==> src/cal_seq_pkg.sv <==
// Constants, reset values and carrier types shared by the calibration sequencer files.
// Assumes an 8-bit register port behind the serial control port and one 25 MHz core clock.
package cal_seq_pkg;

    // Register offsets on the 12-bit register address.
    localparam logic [11:0] AVG_CAL_CONTROL_ADDR  = 12'h00E2;
    localparam logic [11:0] CAL_CLOCK_SETUP_ADDR  = 12'h00E7;
    localparam logic [11:0] CAL_CONV_PAGE_ADDR    = 12'h00E8;
    localparam logic [11:0] CAL_CTRL_STATUS_ADDR  = 12'h00E9;
    localparam logic [11:0] CAL_INIT_ADDR         = 12'h00ED;

    // Field positions.
    localparam int AVG_ARM_BIT     = 0;
    localparam int AVG_TRIGGER_BIT = 1;
    localparam int CLK_GATE_BIT    = 3;
    localparam int CAL_APPLY_BIT   = 0;
    localparam int CAL_TRIGGER_BIT = 1;
    localparam int OVR_LOW_BIT     = 4;
    localparam int OVR_HIGH_BIT    = 5;
    localparam int RUNNING_BIT     = 6;
    localparam int DONE_BIT        = 7;

    // Reset values and the good init preset.
    localparam logic [3:0] CLK_SETUP_UPPER_RST = 4'h3;
    localparam logic [3:0] CAL_PAGE_RST        = 4'hF;
    localparam logic [7:0] CAL_INIT_RST        = 8'hA6;
    localparam logic [7:0] CAL_INIT_GOOD       = 8'hA2;

    // Timing: length of one calibration run in calibration clock ticks.
    localparam int CLK_PERIOD_NS  = 40;
    localparam int CAL_RUN_NS     = 1600;
    localparam int CAL_RUN_CYCLES = (CAL_RUN_NS + CLK_PERIOD_NS - 1) / CLK_PERIOD_NS;

    // Number of converter cores.
    localparam int NUM_DACS = 4;

    // Per-converter state seen by the register read path.
    typedef struct packed {
        logic       done;       // Run has completed.
        logic       running;    // Run in progress.
        logic       ovr_high;   // Overrange high seen in last run.
        logic       ovr_low;    // Overrange low seen in last run.
        logic       trigger;    // Stored per-converter trigger bit.
        logic       apply;      // Stored apply bit.
        logic [7:0] init;       // Calibration initialisation value.
    } cal_stat_t;

endpackage : cal_seq_pkg

==> src/cal_core_unit.sv <==
// One converter's calibration engine: control bits, init value, run timer and result flags.
// Assumes write strobes already steered by the converter page mask in the parent.
`timescale 1ns/1ps
module cal_core_unit
    import cal_seq_pkg::*;
#(
    parameter int RUN_CYCLES = CAL_RUN_CYCLES
) (
    input  wire logic       core_clk,
    input  wire logic       rstn,
    input  wire logic       wr_ctrl,     // Write to control/status, this converter paged.
    input  wire logic       wr_init,     // Write to init register, this converter paged.
    input  wire logic [7:0] wdata,
    input  wire logic       avg_start,   // One-cycle averaged start pulse.
    input  wire logic       clk_en,      // Calibration clock gate.
    output cal_stat_t       stat
);

    localparam int CW = $clog2(RUN_CYCLES + 1);

    logic          trig_q;              // Stored trigger bit.
    logic          apply_q;             // Stored apply bit.
    logic [7:0]    init_q;              // Init value.
    logic          run_q;
    logic          done_q;
    logic          hi_q;
    logic          lo_q;
    logic [CW-1:0] cnt_q;               // Ticks of the current run.

    // A rising edge of the stored trigger bit, or the averaged pulse, starts a run.
    wire trig_rise = wr_ctrl & wdata[CAL_TRIGGER_BIT] & ~trig_q;
    wire start     = (trig_rise | avg_start) & ~run_q;
    // The run only advances while the calibration clock is enabled.
    wire tick      = run_q & clk_en;
    wire last      = tick & (cnt_q == CW'(RUN_CYCLES - 1));
    // A wrong init preset pushes the calibration DACs out of range.
    wire ovr_hi    = init_q > CAL_INIT_GOOD;
    wire ovr_lo    = init_q < CAL_INIT_GOOD;

    // Control bits and init value written by software.
    always_ff @(posedge core_clk) begin
        if (!rstn) begin
            trig_q  <= 1'b0;
            apply_q <= 1'b0;
            init_q  <= CAL_INIT_RST;
        end else begin
            if (wr_ctrl) begin
                trig_q  <= wdata[CAL_TRIGGER_BIT];
                apply_q <= wdata[CAL_APPLY_BIT];
            end
            if (wr_init) begin
                init_q <= wdata;
            end
        end
    end

    // Run timer and result flags; done and running swap in one cycle.
    always_ff @(posedge core_clk) begin
        if (!rstn) begin
            run_q  <= 1'b0;
            done_q <= 1'b0;
            hi_q   <= 1'b0;
            lo_q   <= 1'b0;
            cnt_q  <= '0;
        end else if (start) begin
            run_q  <= 1'b1;
            done_q <= 1'b0;
            hi_q   <= 1'b0;
            lo_q   <= 1'b0;
            cnt_q  <= '0;
        end else if (last) begin
            run_q  <= 1'b0;
            done_q <= 1'b1;
            hi_q   <= ovr_hi;
            lo_q   <= ovr_lo;
        end else if (tick) begin
            cnt_q  <= cnt_q + CW'(1);
        end
    end

    assign stat = '{done: done_q, running: run_q, ovr_high: hi_q, ovr_low: lo_q,
                    trigger: trig_q, apply: apply_q, init: init_q};

    AST_START_RUNS: assert property (@(posedge core_clk) disable iff (!rstn)
        start |=> run_q && !done_q)
        else $error("Start did not begin a run.");

    AST_END_SWAP: assert property (@(posedge core_clk) disable iff (!rstn)
        ($fell(run_q) && $past(rstn)) |-> done_q && (hi_q == $past(ovr_hi))
            && (lo_q == $past(ovr_lo)))
        else $error("Run ended without finished flag and valid overrange flags.");

    AST_NOT_BOTH: assert property (@(posedge core_clk) disable iff (!rstn)
        run_q |-> !done_q)
        else $error("Running and finished flags high together.");

    AST_VALID_CLASS: assert property (@(posedge core_clk) disable iff (!rstn)
        // The preset judged is the one that stood while the run ended, not a later write.
        $rose(done_q) |-> ((hi_q || lo_q) == ($past(init_q) != CAL_INIT_GOOD)))
        else $error("Overrange classification does not match init preset.");

    AST_GATE_STALL: assert property (@(posedge core_clk) disable iff (!rstn)
        (run_q && !clk_en && !start) |=> run_q && $stable(cnt_q))
        else $error("Run advanced with calibration clock gated.");

endmodule : cal_core_unit

==> src/dac_self_calibration_control.sv <==
// Notes on behaviour
// - Averaged trigger rising edge calibrates all converters.
// - Averaged arm must be set; results apply while set.
// - Clock gate bit enables calibration clock, resets off.
// - Four-bit page mask selects converters, resets all.
// - Page mask steers control/status and init accesses.
// - Finished flag high after completed run, reset low.
// - Finished with overrange flag means invalid, timeout.
// - Running flag high throughout a run only.
// - Per-converter trigger edge starts paged converters.
// - Apply bit high needed for coefficients to apply; code also applies them while averaged arm set.
//
// Top of the calibration sequencer: register port, page steering and four engines.
// Assumes the serial control port delivers one-cycle read and write strobes on core_clk.
`timescale 1ns/1ps
module dac_self_calibration_control
    import cal_seq_pkg::*;
#(
    parameter int RUN_CYCLES = CAL_RUN_CYCLES
) (
    input  wire logic                core_clk,
    input  wire logic                rstn,
    input  wire logic [11:0]         reg_addr,     // Register address.
    input  wire logic [7:0]          reg_wdata,    // Write data.
    input  wire logic                reg_wr,       // One-cycle write strobe.
    input  wire logic                reg_rd,       // One-cycle read strobe.
    output logic      [7:0]          reg_rdata,    // Read data, valid with reg_rvalid.
    output logic                     reg_rvalid,   // One-cycle read answer.
    output logic                     cal_clk_en,   // Calibration clock gate.
    output logic      [NUM_DACS-1:0] cal_apply,    // Coefficients applied per converter.
    output logic      [NUM_DACS-1:0] cal_busy      // Calibration running per converter.
);

    // Software-visible registers.
    logic [3:0]          clk_upper_q;              // Stored upper nibble of clock setup.
    logic                clk_gate_q;               // Calibration clock enable bit.
    logic [3:0]          page_q;                   // Converter page mask.
    logic                avg_arm_q;                // Averaged arm bit.
    logic                avg_trig_q;               // Averaged trigger bit.
    cal_stat_t           stat [NUM_DACS];          // Per-converter state.
    logic [NUM_DACS-1:0] unit_done;
    logic [NUM_DACS-1:0] unit_run;
    logic [NUM_DACS-1:0] unit_ok;

    // Address decode as named wires.
    wire wr_avg   = reg_wr & (reg_addr == AVG_CAL_CONTROL_ADDR);
    wire wr_clk   = reg_wr & (reg_addr == CAL_CLOCK_SETUP_ADDR);
    wire wr_page  = reg_wr & (reg_addr == CAL_CONV_PAGE_ADDR);
    wire wr_ctrl  = reg_wr & (reg_addr == CAL_CTRL_STATUS_ADDR);
    wire wr_init  = reg_wr & (reg_addr == CAL_INIT_ADDR);

    // Averaged start needs a rising trigger edge while armed.
    wire avg_rise  = wr_avg & reg_wdata[AVG_TRIGGER_BIT] & ~avg_trig_q;
    wire avg_start = avg_rise & (reg_wdata[AVG_ARM_BIT] | avg_arm_q);

    // Readback picks the lowest paged converter; with more than one page bit set the
    // answer is only that converter's, which is why software should page one at a time.
    logic [1:0] rd_sel;
    always_comb begin
        rd_sel = 2'd0;
        for (int i = NUM_DACS - 1; i >= 0; i--) begin
            if (page_q[i]) begin
                rd_sel = 2'(i);
            end
        end
    end

    wire cal_stat_t sel_stat = stat[rd_sel];
    wire [7:0] ctrl_rd = {sel_stat.done, sel_stat.running, sel_stat.ovr_high,
                          sel_stat.ovr_low, 2'b00, sel_stat.trigger, sel_stat.apply};

    // Read multiplexer; unmapped and reserved bits read zero.
    logic [7:0] rd_mux;
    always_comb begin
        case (reg_addr)
            AVG_CAL_CONTROL_ADDR: rd_mux = {6'h00, avg_trig_q, avg_arm_q};
            CAL_CLOCK_SETUP_ADDR: rd_mux = {clk_upper_q, clk_gate_q, 3'b000};
            CAL_CONV_PAGE_ADDR:   rd_mux = {4'h0, page_q};
            CAL_CTRL_STATUS_ADDR: rd_mux = ctrl_rd;
            CAL_INIT_ADDR:        rd_mux = sel_stat.init;
            default:              rd_mux = 8'h00;
        endcase
    end

    // Global control registers.
    always_ff @(posedge core_clk) begin
        if (!rstn) begin
            clk_upper_q <= CLK_SETUP_UPPER_RST;
            clk_gate_q  <= 1'b0;
            page_q      <= CAL_PAGE_RST;
            avg_arm_q   <= 1'b0;
            avg_trig_q  <= 1'b0;
        end else begin
            if (wr_clk) begin
                // Upper nibble is stored as written; keeping it at default is software's job.
                clk_upper_q <= reg_wdata[7:4];
                clk_gate_q  <= reg_wdata[CLK_GATE_BIT];
            end
            if (wr_page) begin
                page_q <= reg_wdata[3:0];
            end
            if (wr_avg) begin
                avg_arm_q  <= reg_wdata[AVG_ARM_BIT];
                avg_trig_q <= reg_wdata[AVG_TRIGGER_BIT];
            end
        end
    end

    // One engine per converter; writes reach only the paged ones.
    genvar g;
    generate
        for (g = 0; g < NUM_DACS; g++) begin : g_dac
            cal_core_unit #(
                .RUN_CYCLES (RUN_CYCLES)
            ) u_unit (
                .core_clk  (core_clk),
                .rstn      (rstn),
                .wr_ctrl   (wr_ctrl & page_q[g]),
                .wr_init   (wr_init & page_q[g]),
                .wdata     (reg_wdata),
                .avg_start (avg_start),
                .clk_en    (clk_gate_q),
                .stat      (stat[g])
            );
            assign unit_done[g] = stat[g].done;
            assign unit_run[g]  = stat[g].running;
            // Only a valid finished run may apply coefficients.
            assign unit_ok[g]   = stat[g].done & ~stat[g].ovr_high & ~stat[g].ovr_low
                                  & (stat[g].apply | avg_arm_q);
        end
    endgenerate

    // Registered outputs and read answer.
    always_ff @(posedge core_clk) begin
        if (!rstn) begin
            reg_rdata  <= 8'h00;
            reg_rvalid <= 1'b0;
            cal_clk_en <= 1'b0;
            cal_apply  <= '0;
            cal_busy   <= '0;
        end else begin
            reg_rdata  <= reg_rd ? rd_mux : reg_rdata;
            reg_rvalid <= reg_rd;
            cal_clk_en <= clk_gate_q;
            cal_apply  <= unit_ok;
            cal_busy   <= unit_run;
        end
    end

    AST_CLK_GATE_FOLLOWS: assert property (@(posedge core_clk) disable iff (!rstn)
        wr_clk |=> ##1 (cal_clk_en == $past(reg_wdata[CLK_GATE_BIT], 2)))
        else $error("Calibration clock gate does not follow written bit.");

    AST_AVG_ALL_START: assert property (@(posedge core_clk) disable iff (!rstn)
        (avg_start && unit_run == '0) |=> (unit_run == '1) && (unit_done == '0))
        else $error("Averaged trigger did not start every converter.");

    AST_AVG_NEEDS_ARM: assert property (@(posedge core_clk) disable iff (!rstn)
        (wr_avg && !reg_wdata[AVG_ARM_BIT] && !avg_arm_q && !wr_ctrl && unit_run == '0)
        |=> unit_run == '0)
        else $error("Averaged calibration started without arm bit.");

    AST_PAGE_STEER: assert property (@(posedge core_clk) disable iff (!rstn)
        (wr_ctrl && !avg_start && unit_run == '0) |=> ((unit_run & ~$past(page_q)) == '0))
        else $error("Unpaged converter started calibration.");

    AST_READ_ANSWER: assert property (@(posedge core_clk) disable iff (!rstn)
        (reg_rd && reg_addr == CAL_CTRL_STATUS_ADDR)
        |=> reg_rvalid && (reg_rdata[DONE_BIT] == $past(sel_stat.done))
            && (reg_rdata[RUNNING_BIT] == $past(sel_stat.running)))
        else $error("Status readback wrong or late.");

endmodule : dac_self_calibration_control

==> config.mk <==
export PLATFORM = sky130hd
export DESIGN_NAME = dac_self_calibration_control
export DESIGN_NICKNAME = d
export VERILOG_FILES = /design/src/cal_seq_pkg.sv /design/src/cal_core_unit.sv /design/src/dac_self_calibration_control.sv
export SDC_FILE = /design/constraint.sdc
export NUM_CORES = 1
export LEC_CHECK = 0
export ABC_AREA = 1
export BUFFER_PORTS_ARGS = -buffer_cell sky130_fd_sc_hd__buf_2
export CAP_MARGIN = 10
export CORE_MARGIN = 2
export CORE_UTILIZATION = 60
export DETAILED_ROUTE_END_ITERATION = 16
export PLACE_DENSITY = 0.8
export SETUP_SLACK_MARGIN = 0.4
export SLEW_MARGIN = 15
export SYNTH_ARGS = -nofsm -noshare
export SYNTH_HDL_FRONTEND = slang
export SYNTH_SLANG_ARGS = --single-unit
export TNS_END_PERCENT = 5
==> constraint.sdc <==
create_clock -name core_clk -period 1.7 [get_ports core_clk]
set_input_delay 0.085 -clock core_clk [delete_from_list [all_inputs] [get_ports core_clk]]
set_output_delay 0.085 -clock core_clk [all_outputs]
set_load 0.02 [all_outputs]
# Word-level counts from Yosys, hierarchy flattened
# Index checks and enable logic that the tools add are counted.
[totals]
ff_bits = 109
input_bits = 24
[op_classes]
bitwise_logic = 80
n_mux = 16
reduce_logical = 12
magnitude_cmp = 9
eq_ne = 9
add_sub_neg = 4
[op_table]
columns = ["operator", "n"]
rows = [
  ["$eq A12 B8 Y1 const B", 5],
  ["$and A1 B1 Y1", 48],
  ["$pmux W8 S5", 1],
  ["$gt A8 B8 Y1 const B", 4],
  ["$lt A8 B8 Y1 const B", 4],
  ["$bmux W14 S2", 1],
  ["$mux W14", 2],
  ["$add A6 B1 Y6 const B", 4],
  ["$eq A6 B6 Y1 const B", 4],
  ["$not A1 Y1", 22],
  ["$or A1 B1 Y1", 9],
  ["$mux W1", 8],
  ["$mux W2", 4],
  ["$reduce_and A2 Y1", 4],
  ["$reduce_bool A2 Y1", 4],
  ["$reduce_or A2 Y1", 4],
  ["$ge A3 B3 Y1 const B", 1],
  ["$not A2 Y3", 1],
]

# Depth between registers and ports, before layout
# Gate-level depths: netlist of run 1.
[logic_depth]
depth_word = 9
ltp_mapped = 12
ltp_nobuf = 11

# By module
# From an unflattened synthesis of run 1, not the netlist that was laid out.
[hier_totals]
cells_unflattened = 880
area_unflattened_um2 = 5811.8
[modules_own_cells]
columns = ["module", "cells_each", "area_each_um2", "n_inst"]
rows = [
  ["cal_core_unit", 129, 932.1, 4],
  ["dac_self_calibration_control", 364, 2083.2, 1],
]

# Worst setup path after synthesis of run 1
# Ideal clock, no wire load.
[synth_timing]
kind = "register -> register"
start = "register page_q[1]"
end = "register reg_rdata[4]"
required_ns = 1.591
period_less_slack_ns = 1.403
path_stages_with_launch = 11
setup_ns = 0.109
n_path_buf = 2
arrival_ns = 1.295
setup_slack_ns = 0.297
cell_sequence = "dfxtp_1 clkbuf_2 o21bai_4 nand2_4 buf_6 o21ai_0 nand2_1 nand3_1 nand3b_1 nand2_1 inv_1"
[synth_via]
elab_chain_cells = 7
[synth_rtl]
columns = ["element", "line_no", "rtl"]
rows = [
  ["start, declared", "dac_self_calibration_control.sv:37", "logic [3:0] page_q;"],
  ["start signal, assigned", "dac_self_calibration_control.sv:100", "page_q <= reg_wdata[3:0];"],
  ["$mux W2 (2 in a row)", "dac_self_calibration_control.sv:62", "if (page_q[i]) begin"],
  ["$not A2 Y3 (implied by the code)", "dac_self_calibration_control.sv:68", "wire cal_stat_t sel_stat = stat[rd_sel];"],
  ["$bmux W14 S2", "dac_self_calibration_control.sv:68", ""],
  ["$mux W14 (implied by the code) (2 in a row)", "dac_self_calibration_control.sv:68", ""],
  ["$pmux W8 S5", "dac_self_calibration_control.sv:75", "case (reg_addr)"],
  ["end signal, assigned", "dac_self_calibration_control.sv:142", "reg_rdata <= reg_rd ? rd_mux : reg_rdata;"],
  ["end, declared", "dac_self_calibration_control.sv:27", "output logic [7:0] reg_rdata,"],
]
# Every way passes these cells. The select of a mux whose other input is x is not followed.
# A chain may end at the register's enable or synchronous reset.

# Worst setup path in the final report of run 1
[layout_timing]
start = "register g_dac[1].u_unit.cnt_q[3]"
end = "register g_dac[1].u_unit.hi_q"
[layout_via]
elab_chain_cells = 2
[layout_rtl]
columns = ["element", "line_no", "rtl"]
rows = [
  ["start, declared", "cal_core_unit.sv:28", "logic [CW-1:0] cnt_q;"],
  ["start signal, assigned", "cal_core_unit.sv:77", "cnt_q <= cnt_q + CW'(1);"],
  ["$eq A6 B6 Y1", "cal_core_unit.sv:35", "wire last = tick & (cnt_q == CW'(RUN_CYCLES - 1));"],
  ["$and A1 B1 Y1", "cal_core_unit.sv:35", ""],
  ["end signal, assigned", "cal_core_unit.sv:74", "hi_q <= ovr_hi;"],
  ["end, declared", "cal_core_unit.sv:26", "logic hi_q;"],
]
# Every way passes these cells.

==> flow_summary.toml, run 1 <==
[outcome]
status = "completed"

[timing]
slew_viol_final = 0
hold_violations = 0
fin_setup_tns_ns = 0
finalCritPeriodShare_pct = 83.3
max_clock_freq_ghz = 0.706
finalSetupViolCount = 0
worst_pin_slew_ns = 0.492
skew_ns = 0.0169
slew_headroom_pct = 66.3
fin_crit_ns = 1.42
rsz0062_at_grt = "true"

[critical_path]
arrival_ns = 1.72
required_ns = 2.00
slowest_stage = "dfxtp_2"
path_buf_inv = 2
max_stage_delay_ns = 0.36
startpoint = "g_dac[1].u_unit.cnt_q[3]"
r2r_slack_ns = 0.28
worstPathMaxFanout = 5
ff2ff_path_depth = 9
timing.rr.end = "g_dac[1].u_unit.hi_q"
critPathLaunchType = "flop"
worstPathCellList = "inv_1 -> nand2_1 -> nor2_1 -> nand3_2 -> nor2_4 -> inv_1 -> nor2_1 -> a21oi_1 -> a21oi_1"
worstReg2RegStart = "g_dac[1].u_unit.cnt_q[3]"
crit_family = "simple AND/OR/NAND/NOR gates"
setup.worst_path.end_class = "flop"
critPathKind = "reg -> reg"

[clock_tree]
clock-root-buffer = "clkbuf_8"
htreeDepth = 3
cts_buffers = 9
clk_path_buf_depth = 2
clkLatencyLatePin_ns = 0.38
clk_pin_slew_ns = 0.10
clock-sinks = 109
tritoncts = "built"

[global_route]
grt_pass1_vias = 4896
grt_pass1_wl_mm = 23.3
antenna_found_initial = 0
grt_overflow = 0
grtUsageTotal_pct = 29.5
grt_max_degree = 60

[logic_synthesis]
syn-num-nets = 815
synth_edf_count = 0
yosys.area.top_type = "dfxtp_1"
yosysMostFrequentCell = "nand2_1"
syn_area_mm2 = 0.00545
synthTopCellsByCount = "nand2_1, inv_1, dfxtp_1, a21oi_1, nor2_1"
yosysTopAreaCellShare_pct = 40.1
ys.flop_type = "dfxtp_1"
ys_ff_latch = 109
ys_types = 34
syn_inst = 787
ys_async_sr_fraction_pct = 0
ys_top_cells_by_area = "dfxtp_1, nand2_1, inv_1"
yosysSeqAreaShare_pct = 40.1
syn_avg_cell_area_um2 = 6.92
yosys_warnings = 0

[route]
drc = 0
drtIter0Drc = 410
wl_mm = 14.8
ant_nets = 0
dr.pass1.iters = 5
avgRoutedWirePerCell_um = 15.5
via_per_inst = 5.60
num_vias = 5348

[cells_and_area]
drive_above_1_share_pct = 18.7
fill_cells = 712
finalNonFillerCells = 955
antennaDiodeCount = 0
syn_to_final_growth_pct = 16.6
finalNetCount = 870
regArea_mm2 = 0.00221
stdcell_area_mm2 = 0.00635
multi_input_area_mm2 = 0.00282

[placement]
port_buffers = 41
dpl.hpwl_mm = 10.3
place_inst = 928
placed_area_mm2 = 0.00579
gp_congestion = 0.912

[floorplan]
core_mm2 = 0.00876
start_util_pct = 62.1
die_x_um = 99.3
fp-row-count = 34
dieArea_mm2 = 0.00985
io_pins = 42
die_height_um = 99.3

[worst_hold_path]
holdCritPathClass = "in -> reg"
min_to = "clk_upper_q[0]"
hold_path_depth = 3
min_from = "reg_wdata[4]"

[power_and_ir_drop]
powerDensity_mw_per_mm2 = 744
ir_worst_vdd_uv = 483
leakage_nw = 2.93

[flow_run]
max_cap_violations = 0
==> per-stage QoR <==
stage	hold WS, ns	setup slack [ns]	utilization, %	power, W
global route	0.0239	0.185	72.4	0.00485
CTS	0.00213	0.309	70.1	0.00472
detailed placement	0.397	0.148	66.1	0.00284
floorplan	0.198	0.325	-	0.00275
global placement	0.388	0.191	66.1	0.00283
finish	0.0109	0.284	72.4	0.00472
==> metal layers <==
metal  GRT usage (%)  vias to the layer above  share of wire (%)
met1            38.2                     2458                 43
met5               0                        -                  0
met4            9.17                        0                2.0
met2            51.0                      185                 49
li1                -                     2676                  -
met3            4.08                       29                6.3
==> registers in the layout, summed over array words and instances (netlist names), 4 cells and up <==
signal,cells
g_dac.u_unit.cnt_q,24
g_dac.u_unit.hi_q,4
g_dac.u_unit.trig_q,4
clk_upper_q,4
g_dac.u_unit.run_q,4
g_dac.u_unit.done_q,4
g_dac.u_unit.apply_q,4
g_dac.u_unit.lo_q,4
page_q,4
cal_busy,4
reg_rdata,8
g_dac.u_unit.init_q,32
cal_apply,4
==> cells in the final DEF, fill, tap and decap left out, types with 5 or more instances in the layout <==
cell      count
nand3_1      67
inv_1       111
o21ai_0      30
dfxtp_2       8
nand3b_1      5
dfxtp_4       5
nand3_2       7
buf_2        42
nor2_2       10
o211ai_1     25
dfxtp_1      96
nand2_2       8
nand4_1      22
xor2_1        8
clkbuf_8     10
a21oi_1      75
nor2_4       10
buf_4        20
nor3_1        6
o21ai_1       8
nand2_1     165
inv_2         5
nor2_1       58
==> worst max path at each step <==
stage               cells past startpoint                  endpoint
global placement                        9  g_dac[3].u_unit.cnt_q[4]
CTS                                    10              reg_rdata[1]
floorplan                              11              reg_rdata[4]
finish                                  9      g_dac[1].u_unit.hi_q
detailed placement                      9  g_dac[1].u_unit.cnt_q[1]
global route                           10              reg_rdata[6]
==> worst reg2reg max path, delay by kind of cell, from the launching register on <==
kind,cells,cell delay (ns)
AND/OR/NAND/NOR,5,0.61
flip-flops,1,0.36
AO/OA/AOI/OAI,2,0.21
buffers and inverters,2,0.16
==> timing repair <==
item,4_1_cts,5_1_grt
setup buffers,3,7
pin swaps,6,7
endpoints found under the setup margin,44,48
cloned,0,1
hold buffers,0,0
endpoints found under the hold margin,0,0
gates resized for setup,34,38
==> kinds of logic (layout without fill, tap and decap cells) <==
group	Yosys count	after routing	synth area share, %
buf+inv	145	204	11.3
flops	109	109	40.1
simple gates	370	371	30.6
xor+xnor	12	12	1.93
fa+ha+maj	4	4	0.919
compound gates	147	147	15.1
==> report_power, final <==
group | internal [W] | switching (W) | leakage (nW) | total, W
clock | 0.00103 | 0.000911 | 0.127 | 0.00194
combinational | 0.0000659 | 0.000151 | 1.92 | 0.000217
sequential | 0.00255 | 0.00000670 | 0.884 | 0.00256
total | 0.00365 | 0.00107 | 2.93 | 0.00472
==> layout make-up <==
type                       count  share of cell area [%]
clock buffer                  10                    2.17
clock inverter                 6                    1.83
inverter                     119                    7.11
multi-input combinational    534                    44.4
sequential                   109                    34.8
tap                          108                    2.13
timing repair buffer          69                    7.53
No activity file was read; power rests on OpenSTA's default activity.
==> run 2: changes to the inputs <==
--- a/config.mk
+++ b/config.mk
@@ -9,9 +9,9 @@
 export BUFFER_PORTS_ARGS = -buffer_cell sky130_fd_sc_hd__buf_2
 export CAP_MARGIN = 10
 export CORE_MARGIN = 2
-export CORE_UTILIZATION = 60
+export CORE_UTILIZATION = 54
 export DETAILED_ROUTE_END_ITERATION = 16
-export PLACE_DENSITY = 0.8
+export PLACE_DENSITY = 0.76
 export SETUP_SLACK_MARGIN = 0.4
 export SLEW_MARGIN = 15
 export SYNTH_ARGS = -nofsm -noshare
==> constraint.sdc (replaced) <==
create_clock -name core_clk -period 1.2 [get_ports core_clk]
set_input_delay 0.06 -clock core_clk [delete_from_list [all_inputs] [get_ports core_clk]]
set_output_delay 0.06 -clock core_clk [all_outputs]
set_load 0.02 [all_outputs]
==> flow_summary.toml, run 2 (same netlist as run 1, synthesis figures left out) <==
[route]
dr.pass1.iters = 5
via_per_inst = 5.40
num_vias = 5724
drc = 0
wl_mm = 16.6
drtIter0Drc = 351
avgRoutedWirePerCell_um = 15.6
ant_nets = 0

[clock_tree]
cts_buffers = 9
clock-sinks = 109
tritoncts = "built"
htreeDepth = 3
clk_path_buf_depth = 2
cts_hold_buf = 3
clkLatencyLatePin_ns = 0.39
clk_pin_slew_ns = 0.10
clock-root-buffer = "clkbuf_8"

[critical_path]
worstReg2RegStart = "page_q[1]"
r2r_slack_ns = -0.28
startpoint = "page_q[1]"
ff2ff_path_depth = 10
arrival_ns = 1.78
crit_end = "reg_rdata[1]"
required_ns = 1.49
timing.rr.end = "reg_rdata[1]"
critPathKind = "reg -> reg"
critPathLaunchType = "flop"
setup.worst_path.end_class = "flop"
worstPathMaxFanout = 14

[cells_and_area]
finalNetCount = 951
layout_commonest_cell = "nand2_1"
drive_above_1_share_pct = 33.4
largest_register = "g_dac.u_unit.init_q"
antennaDiodeCount = 0
reg_top3 = "g_dac.u_unit.init_q: 32 flops, g_dac.u_unit.cnt_q: 24 flops, reg_rdata: 8 flops"
syn_to_final_growth_pct = 35.9
most-common-layout-cells = "nand2_1, buf_4, inv_1"
finalNonFillerCells = 1060
fin_util_pct = 75.7
stdcell_area_mm2 = 0.00740
largest_reg_flops = 32

[power_and_ir_drop]
ir_worst_vdd_uv = 1170
p_seq_share_pct = 57.6
leakage_nw = 3.39
swShare_pct = 23.2
combPwrFrac_pct = 6.5
powerDensity_mw_per_mm2 = 853
p_sw_w = 0.00147
p_clk_share_pct = 35.9
internal_power_w = 0.00484

[global_route]
grt_overflow = 0
grt_pass1_wl_mm = 26.6
grt_pass1_vias = 5510
antenna_found_initial = 0
grtUsageTotal_pct = 30.4
grt_max_degree = 24

[floorplan]
fp-row-count = 36
die_x_um = 104
core_mm2 = 0.00977
dieArea_mm2 = 0.0109
die_height_um = 104
io_pins = 42
start_util_pct = 55.7

[timing]
rsz0062_at_grt = "true"
worst_pin_slew_ns = 0.368
hold_ws_ns = -0.0233
slew_viol_final = 0
finalCritPeriodShare_pct = 123
finalSetupViolCount = 46
fin_setup_tns_ns = -4.10
setup_slack_ns = -0.281
slew_headroom_pct = 75.4
fin_crit_ns = 1.48
hold_violations = 1
max_clock_freq_ghz = 0.675
skew_ns = 0.0153

[placement]
dp_slack_ns = -0.330
place_inst = 1035
dpl.hpwl_mm = 11.6
placed_area_mm2 = 0.00643
port_buffers = 41
gp_congestion = 0.910

[outcome]
violations = "negative hold slack, negative setup slack"
status = "finished, violations left"

[flow_run]
max_cap_violations = 0

[worst_hold_path]
holdCritPathClass = "in -> reg"
run 2: cell types whose count changed in the layout (fill, tap and decap cells not counted), moves of 8 or more:
cell / change
buf_2: -20
buf_4: +82
buf_6: +18
dfxtp_1: -12
dfxtp_2: +14
inv_1: -12
inv_2: +11
nand2_1: -27
nand2_2: +13
nand2_4: +10
nor2_1: -8
o21ai_0: -15
o21ai_2: +8
run 2: area by class of cell:
cell class	count	area (µm²)
Clock buffer	14	163
Clock inverter	1	30.0
Fill cell	714	2380
Inverter	119	454
Multi-Input combinational cell	534	3180
Sequential cell	109	2220
Tap cell	133	166
Timing Repair Buffer	150	1190
run 2: layer usage:
metal  global-route usage (%)  share of wire [%]  vias up
li1                         -                  -     2842
met1                     38.2                 41     2631
met2                     51.2                 49      217
met3                     5.83                6.9       34
met4                     12.4                2.7        0
met5                        0                  0        -
run 2: worst min path at each step:
stage	slack [ns]	endpoint	depth (start not counted)	startpoint
global placement	0.37	clk_upper_q[0]	3	reg_wdata[4]
floorplan	0.17	clk_upper_q[0]	2	reg_wdata[4]
detailed placement	0.38	reg_rdata[2]	2	reg_rd
global route	-0.04	cal_apply[1]	3	rstn
finish	-0.02	cal_apply[1]	3	rstn
CTS	-0.05	cal_apply[1]	3	rstn
run 2: power by group through the flow:
stage	Sequential (W)	Combinational, W	Clock (W)
after global routing	0.00363	0.000442	0.00244
final	0.00363	0.000412	0.00227
after detailed placement	0.00372	0.000329	0
after global placement	0.00372	0.000322	0
after CTS	0.00363	0.000382	0.00231
after floorplan	0.00374	0.000154	0
run 2: timing repair:
| item | 4_1_cts | 5_1_grt |
|---|---|---|
| endpoints found under the hold margin | 5 | 1 |
| setup buffers | 3 | 3 |
| pin swaps | 54 | 34 |
| setup endpoints to repair | 121 | 123 |
| gates cloned | 1 | 0 |
| resized for setup | 162 | 67 |
run 2: worst max-delay path, stage by stage, from the launching register on:
cell and delay, ns:
dfxtp_2 0.37, o21bai_4 0.21, nand2_4 0.10, buf_6 0.15
nand2_1 0.06, nand3_1 0.07, nand2_1 0.06, nand2_1 0.07
nand2_1 0.10, nor2_2 0.16, nor2_1 0.05
run 2: through the flow:
step,total power (W),hold WS (ns)
after floorplan,0.00389,0.173
after global placement,0.00404,0.370
after detailed placement,0.00405,0.376
after CTS,0.00633,-0.0479
after global routing,0.00651,-0.0428
final,0.00631,-0.0233
==> run 3: changes to the inputs <==
--- a/config.mk
+++ b/config.mk
@@ -9,9 +9,8 @@
 export BUFFER_PORTS_ARGS = -buffer_cell sky130_fd_sc_hd__buf_2
 export CAP_MARGIN = 10
 export CORE_MARGIN = 2
-export CORE_UTILIZATION = 54
+export CORE_UTILIZATION = 40
 export DETAILED_ROUTE_END_ITERATION = 16
-export PLACE_DENSITY = 0.76
 export SETUP_SLACK_MARGIN = 0.4
 export SLEW_MARGIN = 15
 export SYNTH_ARGS = -nofsm -noshare
==> flow_summary.toml, run 3 (same netlist as run 1, synthesis figures left out) <==
[outcome]
status = "finished, violations left"
violations = "negative setup slack"

[floorplan]
dieArea_mm2 = 0.0146
fp-row-count = 42
start_util_pct = 41.1
die_x_um = 121
io_pins = 42
core_mm2 = 0.0132
die_height_um = 121

[timing]
hold_ws_ns = 0.0259
finalCritPeriodShare_pct = 120
rsz0062_at_grt = "true"
fin_crit_ns = 1.44
setup_slack_ns = -0.243
slew_viol_final = 0
hold_violations = 0
skew_ns = 0.00998
slew_headroom_pct = 75.3
max_clock_freq_ghz = 0.693
finalSetupViolCount = 47
worst_pin_slew_ns = 0.370

[clock_tree]
clk_path_buf_depth = 2
clock-root-buffer = "clkbuf_16"
cts_buffers = 9
htreeDepth = 3
tritoncts = "built"
clock-sinks = 109
clkLatencyLatePin_ns = 0.36
clk_pin_slew_ns = 0.07

[power_and_ir_drop]
powerDensity_mw_per_mm2 = 927
p_total_w = 0.00710
leakage_nw = 3.47
p_seq_share_pct = 51.2
p_clk_share_pct = 42.9
ir_worst_vdd_uv = 608
internal_power_w = 0.00540
swShare_pct = 23.9
combPwrFrac_pct = 5.9
p_sw_w = 0.00170

[cells_and_area]
finalNonFillerCells = 1114
reg_top3 = "g_dac.u_unit.init_q: 32 flops, g_dac.u_unit.cnt_q: 24 flops, reg_rdata: 8 flops"
antennaDiodeCount = 0
syn_to_final_growth_pct = 40.6
finalNetCount = 961
drive_above_1_share_pct = 35.6
most-common-layout-cells = "nand2_1, buf_4, inv_1"
fin_util_pct = 57.8
largest_register = "g_dac.u_unit.init_q"
layout_commonest_cell = "nand2_1"
largest_reg_flops = 32

[route]
drtIter0Drc = 321
dr.pass1.iters = 5
drc = 0
avgRoutedWirePerCell_um = 14.7
num_vias = 5718
ant_nets = 0
via_per_inst = 5.13
wl_mm = 16.4

[critical_path]
critPathKind = "reg -> reg"
setup.worst_path.end_class = "flop"
required_ns = 1.46
worstPathMaxFanout = 23
arrival_ns = 1.71
ff2ff_path_depth = 12
critPathLaunchType = "flop"

[global_route]
grtUsageTotal_pct = 22.4
grt_max_degree = 26
grt_overflow = 0
antenna_found_initial = 0
grt_pass1_wl_mm = 25.8
grt_pass1_vias = 5483

[placement]
gp_congestion = 0.894
dpl.hpwl_mm = 11.6
port_buffers = 41
place_inst = 1085

[flow_run]
max_cap_violations = 0

[worst_hold_path]
hold_path_depth = 3
holdCritPathClass = "in -> reg"
-- run 3: cell count changes in the layout (fill, tap and decap cells not counted), sizes merged --
cell         delta
buf            +11
clkbuf          -5
clkinvlp        +4
clkinv          +2
dlygate4sd3     -2
nand4           +1
-- run 3: repair_timing --
item / 4_1_cts / 5_1_grt
endpoints found under the setup margin: 124 / 125
gates resized for setup: 156 / 83
pin swaps: 56 / 43
hold endpoints to repair: 1 / 0
gates cloned: 0 / 2
setup buffers: 2 / 8
hold buffers: 1 / 0
-- run 3: final timing paths --
kind / startpoint / endpoint / slack, ns
worst min-delay path: rstn / cal_apply[1] / 0.03
worst max register to register: page_q[3] / reg_rdata[0] / -0.24
worst min register to register: g_dac[3].u_unit.trig_q / g_dac[3].u_unit.trig_q / 0.47
worst max-delay path: page_q[3] / reg_rdata[0] / -0.24
-- run 3: worst max-delay path, stage by stage (launching register included) --
cell and delay, ns:
dfxtp_4 0.38, inv_4 0.04, o21bai_4 0.16, nand2_4 0.11
buf_12 0.17, nand2_1 0.07, nand2_2 0.05, nand2_2 0.07
nand2_1 0.05, nand2_1 0.07, nand3_2 0.09, nand2_1 0.07
inv_1 0.03
-- run 3: routing by layer --
layer | track usage [%] | wire (µm) | vias to the layer above
met4 | 9.23 | 370 | 0
met5 | 0 | 0 | -
li1 | - | - | 2868
met2 | 37.2 | 8110 | 157
met3 | 3.49 | 741 | 28
met1 | 28.9 | 7160 | 2665
-- run 3: cell type report --
cell class,count,area (µm²)
Sequential cell,109,2210
Timing Repair Buffer,159,1280
Tap cell,176,220
Multi-Input combinational cell,535,3180
Clock buffer,9,225
Clock inverter,7,75.1
Fill cell,1246,5590
Inverter,119,460
-- run 3: power groups by stage --
| stage | registers (W) | clock network [W] | logic, W |
|---|---|---|---|
| after global routing | 0.00363 | 0.00322 | 0.000447 |
| after detailed placement | 0.00372 | 0 | 0.000333 |
| final | 0.00363 | 0.00305 | 0.000415 |
| after floorplan | 0.00374 | 0 | 0.000154 |
| after global placement | 0.00372 | 0 | 0.000327 |
| after CTS | 0.00363 | 0.00309 | 0.000382 |
-- run 3: through the flow --
step / cell area [µm²] / setup WS (ns) / TNS (ns)
global placement: 6550 / -0.295 / -19.97
CTS: 7280 / -0.231 / -5.88
finish: 7650 / -0.243 / -4.13
floorplan: 5460 / -0.164 / -1.74
detailed placement: 6550 / -0.345 / -23.53
global route: 7650 / -0.348 / -8.34
